[config.mk]
export PLATFORM = sky130hd
export DESIGN_NAME = sarc_sequencer
export DESIGN_NICKNAME = d
export VERILOG_FILES = /design/src/common/sarc_pkg.sv /design/src/logic/sarc_conv_clock.sv /design/src/logic/sarc_sequencer.sv
export VERILOG_INCLUDE_DIRS = /design/src /design/src/common
export SDC_FILE = /design/constraint.sdc
export NUM_CORES = 1
export LEC_CHECK = 0
export ABC_AREA = 1
export BUFFER_PORTS_ARGS = -buffer_cell sky130_fd_sc_hd__buf_2
export CAP_MARGIN = 20
export CORE_MARGIN = 2
export CORE_UTILIZATION = 40
export CTS_CLUSTER_DIAMETER = 40
export CTS_CLUSTER_SIZE = 12
export DETAILED_ROUTE_END_ITERATION = 8
export SYNTH_ARGS = -nofsm -noshare
export SYNTH_HDL_FRONTEND = slang
export SYNTH_SLANG_ARGS = --single-unit
[constraint.sdc]
create_clock -name core_clk -period 10 [get_ports core_clk]
set_input_delay 2.5 -clock core_clk [delete_from_list [all_inputs] [get_ports core_clk]]
set_output_delay 2.5 -clock core_clk [all_outputs]
set_load 0.1 [all_outputs]
[src/common/sarc_defines.svh]
// Constants of the successive-approximation conversion sequencer.
`ifndef SARC_DEFINES_SVH
`define SARC_DEFINES_SVH

// ----------------------------------------------------------------------
// Resolution and code layout
// ----------------------------------------------------------------------
`define SARC_BITS 18
`define SARC_MSB 17
`define SARC_CNT_W 5
`define SARC_ONE_HOT_MSB 18'h20000
`define SARC_ALL_ONES 18'h3FFFF
`define SARC_ALL_ZERO 18'h00000
`define SARC_CODE_ZERO 18'h00000
`define SARC_CODE_POS_MAX 18'h1FFFF
`define SARC_CODE_NEG_MIN 18'h20000

// ----------------------------------------------------------------------
// Timing
// ----------------------------------------------------------------------
`define SARC_CLK_HZ 25000000
`define SARC_SAMPLE_RATE_HZ 1330000
`define SARC_SAMPLE_CYCLES (`SARC_CLK_HZ / `SARC_SAMPLE_RATE_HZ)
`define SARC_DIV_W 8
`define SARC_STEP_DIV 8'h01
`define SARC_DIV_ZERO 8'h00
`define SARC_DIV_ONE 8'h01

`endif

[src/common/sarc_pkg.sv]
// Types shared by the conversion sequencer and its conversion clock.
`include "sarc_defines.svh"

package sarc_pkg;

	// ------------------------------------------------------------------
	// Sequencer phases
	// ------------------------------------------------------------------
	typedef enum logic [4:0] {
		SARC_ACQUIRE = 5'h01,
		SARC_OPEN_SW = 5'h02,
		SARC_GROUND = 5'h04,
		SARC_TRIAL = 5'h08,
		SARC_FINISH = 5'h10
	} sarc_phase_t;

	// ------------------------------------------------------------------
	// State records
	// ------------------------------------------------------------------
	typedef struct packed {
		sarc_phase_t phase;
		logic strobe_prev;
		logic chain_mode;
		logic busy;
		logic done;
		logic sw_closed;
		logic arr_on_input;
		logic [`SARC_MSB:0] sar;
		logic [`SARC_MSB:0] ptr;
		logic [`SARC_MSB:0] neg_arr;
		logic [`SARC_MSB:0] code;
	} sarc_seq_t;

	typedef struct packed {
		logic [`SARC_DIV_W-1:0] count;
		logic tick;
	} sarc_div_t;

endpackage : sarc_pkg

[src/logic/sarc_conv_clock.sv]
// Internal conversion clock: a restartable divider giving one-cycle ticks.
`timescale 1ns/1ns
`include "sarc_defines.svh"

module sarc_conv_clock #(
	parameter logic [`SARC_DIV_W-1:0] STEP_DIV = `SARC_STEP_DIV
) (
	input wire logic core_clk,
	input wire logic reset,
	input wire logic restart,
	output logic tick
);

	sarc_pkg::sarc_div_t div_q;
	sarc_pkg::sarc_div_t div_d;

	// Restart aligns the first tick to the start of a conversion.
	always_comb begin
		div_d = div_q;
		div_d.tick = 1'b0;
		if (restart) begin
			div_d.count = `SARC_DIV_ZERO;
		end else if (div_q.count == STEP_DIV - `SARC_DIV_ONE) begin
			div_d.count = `SARC_DIV_ZERO;
			div_d.tick = 1'b1;
		end else begin
			div_d.count = div_q.count + `SARC_DIV_ONE;
		end
	end

	always_ff @(posedge core_clk or posedge reset) begin
		if (reset) begin
			div_q <= '0;
		end else begin
			div_q <= div_d;
		end
	end

	assign tick = div_q.tick;

endmodule : sarc_conv_clock

[src/logic/sarc_sequencer.sv]
// Successive-approximation conversion sequencer, top level.
`timescale 1ns/1ns
`include "sarc_defines.svh"

// How it works
// Convert strobe rising edge ends acquisition, starts conversion.
// Open ground switches first, then ground arrays.
// Drive two matched 18-element binary-weighted arrays.
// Resolve bits MSB first, halving weight each step.
// Keep trial bit only if comparator agrees.
// Return to acquisition, publish code and busy end.
// Bit trials timed by internal conversion clock.
// Code belongs to same sample, no latency.
// Accept next conversion as soon as acquisition resumes.
// Output is 18-bit two's complement code.
// Positive overrange saturates to 0x1FFFF.
// Negative full scale and underrange give 0x20000.
// Strobe rising edge also latches interface mode.

module sarc_sequencer #(
	parameter logic [`SARC_DIV_W-1:0] STEP_DIV = `SARC_STEP_DIV
) (
	input wire logic core_clk,
	input wire logic reset,
	input wire logic convert_strobe,
	input wire logic mode_select_in,
	input wire logic comparator_in,
	output logic pos_comparator_ground_switch,
	output logic neg_comparator_ground_switch,
	output logic arrays_on_input,
	output logic [`SARC_MSB:0] pos_array_to_ref,
	output logic [`SARC_MSB:0] neg_array_to_ref,
	output logic [`SARC_MSB:0] result_code,
	output logic conversion_done,
	output logic busy,
	output logic chain_mode
);

	// ------------------------------------------------------------------
	// State and reset value
	// ------------------------------------------------------------------
	localparam sarc_pkg::sarc_seq_t SEQ_RESET = '{
		phase: sarc_pkg::SARC_ACQUIRE,
		strobe_prev: 1'b0,
		chain_mode: 1'b0,
		busy: 1'b0,
		done: 1'b0,
		sw_closed: 1'b1,
		arr_on_input: 1'b1,
		sar: `SARC_ALL_ZERO,
		ptr: `SARC_ALL_ZERO,
		neg_arr: `SARC_ALL_ZERO,
		code: `SARC_CODE_ZERO
	};

	sarc_pkg::sarc_seq_t seq_q;
	sarc_pkg::sarc_seq_t seq_d;
	logic strobe_rise;
	logic start;
	logic tick;
	logic [`SARC_MSB:0] sar_dec;
	logic [`SARC_MSB:0] ptr_next;
	logic [`SARC_MSB:0] sar_trial;
	logic [`SARC_MSB:0] tried;
	logic [`SARC_MSB:0] neg_trial;
	logic last_bit;

	// ------------------------------------------------------------------
	// Start detection and conversion clock
	// ------------------------------------------------------------------
	assign strobe_rise = convert_strobe & ~seq_q.strobe_prev;
	// A new conversion is taken whenever acquisition is under way.
	assign start = strobe_rise & (seq_q.phase == sarc_pkg::SARC_ACQUIRE);

	// Only the divider paces the trials; no serial clock is involved.
	sarc_conv_clock #(
		.STEP_DIV(STEP_DIV)
	) u_conv_clock (
		.core_clk(core_clk),
		.reset(reset),
		.restart(start),
		.tick(tick)
	);

	// ------------------------------------------------------------------
	// Bit decision
	// ------------------------------------------------------------------
	assign last_bit = seq_q.ptr[0];
	// The trial bit stays only while the residue keeps its sign.
	assign sar_dec = comparator_in ? seq_q.sar : (seq_q.sar & ~seq_q.ptr);
	// The weight halves on each step, MSB first.
	assign ptr_next = last_bit ? seq_q.ptr : (seq_q.ptr >> 1);
	assign sar_trial = last_bit ? sar_dec : (sar_dec | ptr_next);

	// The negative array takes the complement of the trial code at and below the trial bit.
	genvar i;
	generate
		for (i = 0; i < `SARC_BITS; i++) begin : g_tried
			assign tried[i] = |ptr_next[`SARC_MSB:i];
		end
	endgenerate
	assign neg_trial = ~sar_trial & tried;

	// ------------------------------------------------------------------
	// Sequencer
	// ------------------------------------------------------------------
	always_comb begin
		seq_d = seq_q;
		seq_d.strobe_prev = convert_strobe;
		seq_d.done = 1'b0;
		case (seq_q.phase)
			sarc_pkg::SARC_ACQUIRE: begin
				if (start) begin
					seq_d.phase = sarc_pkg::SARC_OPEN_SW;
					seq_d.busy = 1'b1;
					seq_d.sw_closed = 1'b0;
					seq_d.chain_mode = ~mode_select_in;
				end
			end
			sarc_pkg::SARC_OPEN_SW: begin
				if (tick) begin
					seq_d.phase = sarc_pkg::SARC_GROUND;
					seq_d.arr_on_input = 1'b0;
				end
			end
			sarc_pkg::SARC_GROUND: begin
				if (tick) begin
					seq_d.phase = sarc_pkg::SARC_TRIAL;
					seq_d.sar = `SARC_ONE_HOT_MSB;
					seq_d.ptr = `SARC_ONE_HOT_MSB;
					seq_d.neg_arr = `SARC_ALL_ZERO;
				end
			end
			sarc_pkg::SARC_TRIAL: begin
				if (tick) begin
					seq_d.sar = sar_trial;
					seq_d.ptr = ptr_next;
					seq_d.neg_arr = neg_trial;
					if (last_bit) begin
						seq_d.phase = sarc_pkg::SARC_FINISH;
					end
				end
			end
			sarc_pkg::SARC_FINISH: begin
				// Inverting the offset-binary MSB gives two's complement;
				// all-ones and all-zero results are the saturated ends.
				seq_d.code = {~seq_q.sar[`SARC_MSB],
					seq_q.sar[`SARC_MSB-1:0]}; // see R10 see R11
				seq_d.phase = sarc_pkg::SARC_ACQUIRE;
				seq_d.busy = 1'b0;
				seq_d.done = 1'b1;
				seq_d.sw_closed = 1'b1;
				seq_d.arr_on_input = 1'b1;
				seq_d.sar = `SARC_ALL_ZERO;
				seq_d.ptr = `SARC_ALL_ZERO;
				seq_d.neg_arr = `SARC_ALL_ZERO;
			end
			default: begin
				seq_d = SEQ_RESET;
			end
		endcase
	end

	always_ff @(posedge core_clk or posedge reset) begin
		if (reset) begin
			seq_q <= SEQ_RESET;
		end else begin
			seq_q <= seq_d;
		end
	end

	// ------------------------------------------------------------------
	// Outputs
	// ------------------------------------------------------------------
	assign pos_comparator_ground_switch = seq_q.sw_closed;
	assign neg_comparator_ground_switch = seq_q.sw_closed;
	assign arrays_on_input = seq_q.arr_on_input;
	assign pos_array_to_ref = seq_q.sar;
	assign neg_array_to_ref = seq_q.neg_arr;
	assign result_code = seq_q.code;
	assign conversion_done = seq_q.done;
	assign busy = seq_q.busy;
	assign chain_mode = seq_q.chain_mode;

	// ------------------------------------------------------------------
	// Checks
	// ------------------------------------------------------------------
	logic [`SARC_CNT_W-1:0] trial_cnt;

	// Counts the bit decisions of the conversion in progress.
	always_ff @(posedge core_clk or posedge reset) begin
		if (reset) begin
			trial_cnt <= '0;
		end else if (seq_q.phase != sarc_pkg::SARC_TRIAL) begin
			trial_cnt <= '0;
		end else if (tick) begin
			trial_cnt <= trial_cnt + 1'b1;
		end
	end
endmodule : sarc_sequencer

==> qor.csv, run 1 <==
stage,metric,value,unit
outcome,status,"complete, no violations",
power_and_ir_drop,power_per_cell_area,215,nW/um^2
clocking,worst_setup_hold_path_clk_slew,0.06,ns
sta,worst_slew_margin_relative_to_its_limit,0.353,
yosys,synth_cell_types,35,
drt,vias,3938,
floorplan,die-height,118,um
yosys,synth_simple_gate_area_frac,0.272,
sta,achievable-frequency,263,MHz
cells_and_area,antenna_cells,0,
global_routing,largest_net_degree_at_the_start_of_global_routing,76,
critical_path,cp_data_required_time,7.50,ns
sta,layout_worst_path_cycle_share,0.380,
critical_path,crit_buf_inv,1,
yosys,synth.avg_cell_area,8.01,sq um
global_routing,antenna_violations_before_repair,0,
drt,detail_route.iter0.violations,189,
clocking,tritoncts_clock_tree,yes,
drt,route.detailed.wl_per_inst,13.8,um
clocking,post_cts.resized_instances,0,
placed_design,numPortBuffers,64,
sta,finalSetupViolations,0,
yosys,synth_xor_area_frac,0.00849,
floorplan,die_w,118,um
sta,timing.setup.tns,0,ns
floorplan,design.die.area,13800,sq um
clocking,cts_setup_buffers,0,
sta,worst_pin_slew,0.971,ns
yosys,main_combinational_cell_family_by_area_after_synthesis,simple AND/OR/NAND/NOR gates,
cells_and_area,drive_above_1_share,0.206,
critical_path,cp_cell_sequence,buf_2,
placed_design,dp_hpwl,7840,um
run,maxCapViolations,0,
yosys,synth_nets,651,
critical_path,critical_path.max_stage_delay,0.54,ns
critical_path,critical-path-top-delay-family,flip-flops,
floorplan,row_count,41,
global_routing,first_pass_grt_wire_length,18700,um
critical_path,timing.critical_path.from_type,flop,
sta,layout_min_cycle_time,3.80,ns
clocking,insertion_delay,0.34,ns
drt,route.detailed.vias_per_inst,4.81,
yosys,synth-compound-area-share,0.110,
floorplan,start_util,0.409,
clocking,cts_buffers,9,
global_routing,vias_in_the_first_global_route,3819,
yosys,synth-adder-area-share,0.00485,
sta,finalMaxSlewViolations,0,
clocking,h-tree-depth,3,
power_and_ir_drop,worst_ir_drop_vdd,0.137,mV
sta,rsz0062_at_grt,no,
drt,drt_first_pass_iters,4,
sta,fin_worst_skew,0.00589,ns
critical_path,timing_worst_setup_path_type,flop to primary output,
sta,hold_viol,0,
global_routing,grt_overflow_total,0,
drt,drt.antenna.violating_nets,0,
drt,detail_route.drc_violations,0,
critical_path,timing.critical_path.to_type,primary output,
yosys,yosysSeqAreaShare,0.447,
global_routing,grt.total_usage,0.167,
yosys,post_synth_inst_count,644,
power_and_ir_drop,p_leak,2.78,nW
critical_path,worst-path-max-fanout,3,
placed_design,routabilityCongestion,0.842,
clocking,clock_path_buffers,2,
clocking,cts_root_buffer,sky130_fd_sc_hd__clkbuf_16,
min_path,hold_path_class,flop to flop,
placed_design,placed_area,5100,sq um
cells_and_area,layout.cell_area.non_filler,5420,sq um
yosys,synth_mux_area_frac,0,
yosys,postSynthRegisterBits,92,
cells_and_area,nNetsFinal,648,
cells_and_area,syn2layout_area_growth,5.00,%
yosys,ys.warnings.count,0,
floorplan,top_level_ports,65,
clocking,cts.hold.buffers_added,0,
floorplan,design.core.area,12600,sq um
critical_path,crit_path_top_delay_cell,sky130_fd_sc_hd__dfstp_2,
drt,routed_wl,11300,um
yosys,syn_area,5160,sq um
clocking,clock_sink_count,92,
critical_path,crit_arrival,1.30,ns
## report_power, final
| part | internal [mW] | total [mW] | leakage, nW | switching (mW) |
|---|---|---|---|---|
| sequential | 0.397 | 0.413 | 1.27 | 0.0168 |
| combinational | 0.0644 | 0.383 | 1.36 | 0.318 |
| clock | 0.226 | 0.366 | 0.153 | 0.140 |
| total | 0.687 | 1.16 | 2.78 | 0.476 |
## routing by layer
layer | vias up | part of all wire | track usage
met1 | 1842 | 0.47 | 0.222
met4 | 0 | 0.020 | 0.0633
met3 | 19 | 0.044 | 0.0305
met5 | - | 0 | 0
li1 | 1982 | - | -
met2 | 95 | 0.46 | 0.270
## registers in the layout, summed over array words and instances (netlist names)
name,count
u_conv_clock.tick,1
last_bit,1
neg_array_to_ref,18
chain_mode,1
pos_array_to_ref,18
arrays_on_input,1
seq_q,23
result_code,18
conversion_done,1
busy,1
neg_comparator_ground_switch,1
u_conv_clock.div_q,8
## kinds of logic (layout without fill, tap and decap cells)
family,after synthesis,after routing
adders and majority gates,2,2
AOI/OAI and AO/OA,104,104
buffers and inverters,134,136
DFF,92,92
xor gates and xnor gates,5,5
and+or+nand+nor,307,307
## synth_stat cells (all sizes together)
cell	instances	area, sq um
nand3	34	235
nand4	6	52.6
nor3b	1	7.51
clkinv	1	3.75
o211ai	1	7.51
xnor2	1	8.76
nand2	190	743
nor2	73	343
ha	2	25.0
nor4	1	6.26
xor2	4	35.0
a21oi	22	110
buf	75	591
inv	54	205
clkbuf	4	15.0
dfrtp	89	2230
nand3b	1	7.51
or2	1	6.26
dfstp	3	78.8
o21ai	81	450
## stage by stage
stage | hold slack [ns] | power [mW] | setup WS (ns) | utilization | cells
3_5_place_dp | 0.457 | 0.805 | 6.20 | 0.404 | 802
5_1_grt | 0.506 | 1.22 | 6.17 | 0.429 | 818
6_report | 0.475 | 1.16 | 6.20 | 0.429 | 818
4_1_cts | 0.474 | 1.17 | 6.19 | 0.429 | 818
2_1_floorplan | 0.443 | 0.809 | 5.11 | - | 644
3_3_place_gp | 0.452 | 0.800 | 6.25 | 0.404 | 802
## path summary, 6_finish.rpt
kind / from / end / slack [ns] / cells after the start
max in group asynchronous: reset / result_code[14] / 6.62 / 3
worst max-delay path: neg_comparator_ground_switch / pos_comparator_ground_switch / 6.20 / 1
min in group asynchronous: reset / result_code[10] / 2.10 / 2
worst min register to register: neg_array_to_ref[16] / neg_array_to_ref[16] / 0.47 / 2
worst min-delay path: neg_array_to_ref[16] / neg_array_to_ref[16] / 0.47 / 2
worst max register to register: last_bit / neg_array_to_ref[0] / 7.62 / 9
## placed cells by master (no fill, tap or decap), types with 4 or more instances in the layout
master	synthesis	final
sky130_fd_sc_hd__xor2_1	4	4
sky130_fd_sc_hd__nor2_2	9	9
sky130_fd_sc_hd__o21ai_2	9	9
sky130_fd_sc_hd__inv_1	50	49
sky130_fd_sc_hd__o21ai_1	24	24
sky130_fd_sc_hd__nand3_2	13	13
sky130_fd_sc_hd__o21ai_0	47	47
sky130_fd_sc_hd__nand4_1	5	5
sky130_fd_sc_hd__nand2_1	182	182
sky130_fd_sc_hd__nand2_2	6	6
sky130_fd_sc_hd__nand3_1	21	21
sky130_fd_sc_hd__buf_2	6	64
sky130_fd_sc_hd__a21oi_1	22	22
sky130_fd_sc_hd__dfrtp_1	89	89
sky130_fd_sc_hd__nor2_1	59	59
sky130_fd_sc_hd__clkbuf_16	0	9
sky130_fd_sc_hd__nor2_4	4	4
## worst min-delay path: stages, from the launching register on
cell	delay (ns)
sky130_fd_sc_hd__dfrtp_1	0.35
sky130_fd_sc_hd__nand2_1	0.05
sky130_fd_sc_hd__nand2_1	0.05
## area by class of cell
type	count	area, sq um
Multi-Input combinational cell	418	2040
Tap cell	172	215
Clock buffer	12	246
Clock inverter	4	72.6
Fill cell	1342	7200
Sequential cell	92	2310
Inverter	55	210
Timing Repair Buffer	65	328
(Power assumes the default switching activity.)
==> run 2: changes to the inputs <==
--- a/config.mk
+++ b/config.mk
@@ -6,7 +6,7 @@
 export SDC_FILE = /design/constraint.sdc
 export NUM_CORES = 1
 export LEC_CHECK = 0
-export ABC_AREA = 1
+export ABC_AREA = 0
 export BUFFER_PORTS_ARGS = -buffer_cell sky130_fd_sc_hd__buf_2
 export CAP_MARGIN = 20
 export CORE_MARGIN = 2
==> constraint.sdc (replaced) <==
create_clock -name core_clk -period 3.85 [get_ports core_clk]
set_input_delay 0.9625 -clock core_clk [delete_from_list [all_inputs] [get_ports core_clk]]
set_output_delay 0.9625 -clock core_clk [all_outputs]
set_load 0.1 [all_outputs]
==> run 2 against run 1 <==
  * Cell area shrank 5.2%
  * Critical path depth grew 4
  * First-iteration DRC count grew 14%
  * Utilization grew 0.18 points
  * Total power grew to 2.7 times the previous value
  * Register-to-register slack lost 6.5 ns
  * Critical path type is now flop to flop
==> qor.csv, run 2 <==
stage,metric,value,unit
yosys,yosysSeqAreaShare,0.478,
yosys,yosys-top-cells-area,"sky130_fd_sc_hd__dfrtp_1, sky130_fd_sc_hd__buf_4, sky130_fd_sc_hd__a22o_1",
floorplan,die_w,114,um
sta,hold_viol,0,
cells_and_area,regMostFlops,seq_q,
drt,routed_wl,10500,um
drt,drt.antenna.violating_nets,0,
power_and_ir_drop,power_per_cell_area,609,nW/um^2
cells_and_area,layout.cell_area.non_filler,5130,sq um
yosys,synth.avg_cell_area,10.6,sq um
yosys,synth_nets,463,
sta,finalMaxSlewViolations,0,
sta,achievable-frequency,366,MHz
sta,rsz0062_at_grt,no,
floorplan,die-height,114,um
critical_path,worst-path-max-fanout,18,
global_routing,first_pass_grt_wire_length,17200,um
clocking,cts_setup_buffers,0,
sta,layout_min_cycle_time,2.73,ns
drt,route.detailed.wl_per_inst,17.5,um
yosys,ys_async_sr_fraction,1.00,
run,maxCapViolations,0,
cells_and_area,post-route-util,0.431,
yosys,most_frequent_cells_after_synthesis,"sky130_fd_sc_hd__dfrtp_1, sky130_fd_sc_hd__buf_4, sky130_fd_sc_hd__a22o_1",
yosys,syn_area,4820,sq um
clocking,h-tree-depth,3,
yosys,ys.warnings.count,0,
sta,worst_slew_margin_relative_to_its_limit,0.341,
global_routing,largest_net_degree_at_the_start_of_global_routing,39,
power_and_ir_drop,worst_ir_drop_vdd,0.300,mV
drt,route.detailed.vias_per_inst,5.50,
critical_path,timing_worst_setup_path_type,flop to flop,
floorplan,design.core.area,11900,sq um
yosys,area_fraction_of_the_dominant_cell_type_after_synthesis,0.462,
clocking,clock_sink_count,92,
sta,finalSetupViolations,0,
sta,worst_pin_slew,0.989,ns
yosys,synth_edf_count,0,
clocking,tritoncts_clock_tree,yes,
drt,detail_route.iter0.violations,216,
clocking,cts_root_buffer,sky130_fd_sc_hd__clkbuf_16,
sta,timing.setup.tns,0,ns
cells_and_area,antenna_cells,0,
min_path,hold_path_class,flop to flop,
global_routing,grt_overflow_total,0,
floorplan,top_level_ports,65,
yosys,postSynth.topFlopCell,sky130_fd_sc_hd__dfrtp_1,
cells_and_area,syn2layout_area_growth,6.41,%
global_routing,antenna_violations_before_repair,0,
floorplan,row_count,40,
cells_and_area,largest_register_ff_count,23,
yosys,synth_cell_types,58,
cells_and_area,drive_above_1_share,0.243,
sta,fin_hold_ws,0.485,ns
clocking,insertion_delay,0.35,ns
yosys,synthMostInstantiatedCell,sky130_fd_sc_hd__dfrtp_1,
floorplan,design.die.area,13000,sq um
yosys,post_synth_inst_count,456,
drt,vias,3324,
drt,detail_route.drc_violations,0,
critical_path,cp_data_required_time,4.08,ns
cells_and_area,layout.cells.most_common,sky130_fd_sc_hd__dfrtp_1,
clocking,cts.hold.buffers_added,0,
global_routing,grt.total_usage,0.171,
placed_design,numPortBuffers,64,
cells_and_area,mostFrequentLayoutCells,"sky130_fd_sc_hd__dfrtp_1, sky130_fd_sc_hd__buf_2, sky130_fd_sc_hd__a22o_1",
critical_path,crit_arrival,2.96,ns
global_routing,vias_in_the_first_global_route,3263,
placed_design,placed_area,4840,sq um
placed_design,dp_hpwl,7200,um
floorplan,start_util,0.405,
placed_design,routabilityCongestion,0.831,
yosys,postSynthRegisterBits,92,
sta,fin_worst_skew,0.00782,ns
power_and_ir_drop,p_leak,2.56,nW
sta,layout_worst_path_cycle_share,0.709,
clocking,worst_setup_hold_path_clk_slew,0.07,ns
cells_and_area,nNetsFinal,459,
yosys,library_cell_occupying_the_most_area_in_the_post_synthesis_netlist,sky130_fd_sc_hd__dfrtp_1,
outcome,status,"complete, no violations",
clocking,clock_path_buffers,2,
drt,drt_first_pass_iters,4,
clocking,post_cts.resized_instances,0,
clocking,cts_buffers,9,
critical_path,timing.critical_path.to_type,flop,
critical_path,timing.critical_path.from_type,flop,
-- run 2: cell types whose count changed after synthesis, moves of 24 or more --
cell / previous run / this run
sky130_fd_sc_hd__a22o_1: 0 / 42
sky130_fd_sc_hd__inv_1: 50 / 20
sky130_fd_sc_hd__nand2_1: 182 / 13
sky130_fd_sc_hd__nor2_1: 59 / 30
sky130_fd_sc_hd__o21ai_0: 47 / 9
sky130_fd_sc_hd__o21ai_1: 24 / 0
-- run 2: cell families after synthesis --
kind of cell    Yosys count  share of synthesized area
compound gates          116                      0.190
xor+xnor                  7                     0.0127
simple gates            112                      0.124
buf+inv                 107                      0.135
fa+ha+maj                 2                    0.00519
flops                    92                      0.478
mux                      20                     0.0550
-- run 2: final timing paths --
kind / start / end / slack, ns / cells after the start
max: seq_q[80] / neg_array_to_ref[15] / 1.12 / 5
min: busy / busy / 0.48 / 1
max reg2reg: seq_q[80] / neg_array_to_ref[15] / 1.12 / 5
min reg2reg: busy / busy / 0.48 / 1
max in group asynchronous: reset / result_code[12] / 2.50 / 3
min in group asynchronous: reset / seq_q[80] / 0.65 / 2
-- run 2: worst max-delay path, stage by stage (launching register included) --
cell                      delay (ns)
sky130_fd_sc_hd__dfrtp_1        0.48
sky130_fd_sc_hd__xnor2_1        0.27
sky130_fd_sc_hd__o311a_1        0.68
sky130_fd_sc_hd__or2_1          0.60
sky130_fd_sc_hd__buf_16         0.23
sky130_fd_sc_hd__mux2_2         0.34
-- run 2: cell type report --
cell class / instances / area [sq um]
fillers: 1145 / 6780
flip-flops and latches: 92 / 2310
multi-input cells: 257 / 1870
repair buffers: 72 / 413
clock buffers: 11 / 253
well taps: 147 / 184
inverters: 20 / 76.3
clock inverters: 5 / 36.3
-- run 2: report_power, final --
part | internal, mW | switching [mW] | leakage [nW] | total, mW
Combinational | 0.392 | 0.806 | 1.16 | 1.20
Clock | 0.473 | 0.380 | 0.134 | 0.853
Sequential | 1.02 | 0.0529 | 1.27 | 1.08
Total | 1.89 | 1.24 | 2.56 | 3.13
-- run 2: per-layer routing --
| layer | vias up | GRT usage | wire [um] |
|---|---|---|---|
| li1 | 1575 | - | - |
| met1 | 1652 | 0.248 | 5130 |
| met2 | 86 | 0.247 | 4630 |
| met3 | 11 | 0.0383 | 604 |
| met4 | 0 | 0.0715 | 184 |
| met5 | - | 0 | 0 |
-- run 2: per-stage QoR --
step	total power, mW	cells	setup slack [ns]
after floorplan	2.07	456	0.501
after detailed placement	2.29	588	1.19
after global routing	3.28	604	1.03
final	3.13	604	1.12
after CTS	3.15	604	1.16
after global placement	2.21	587	0.775
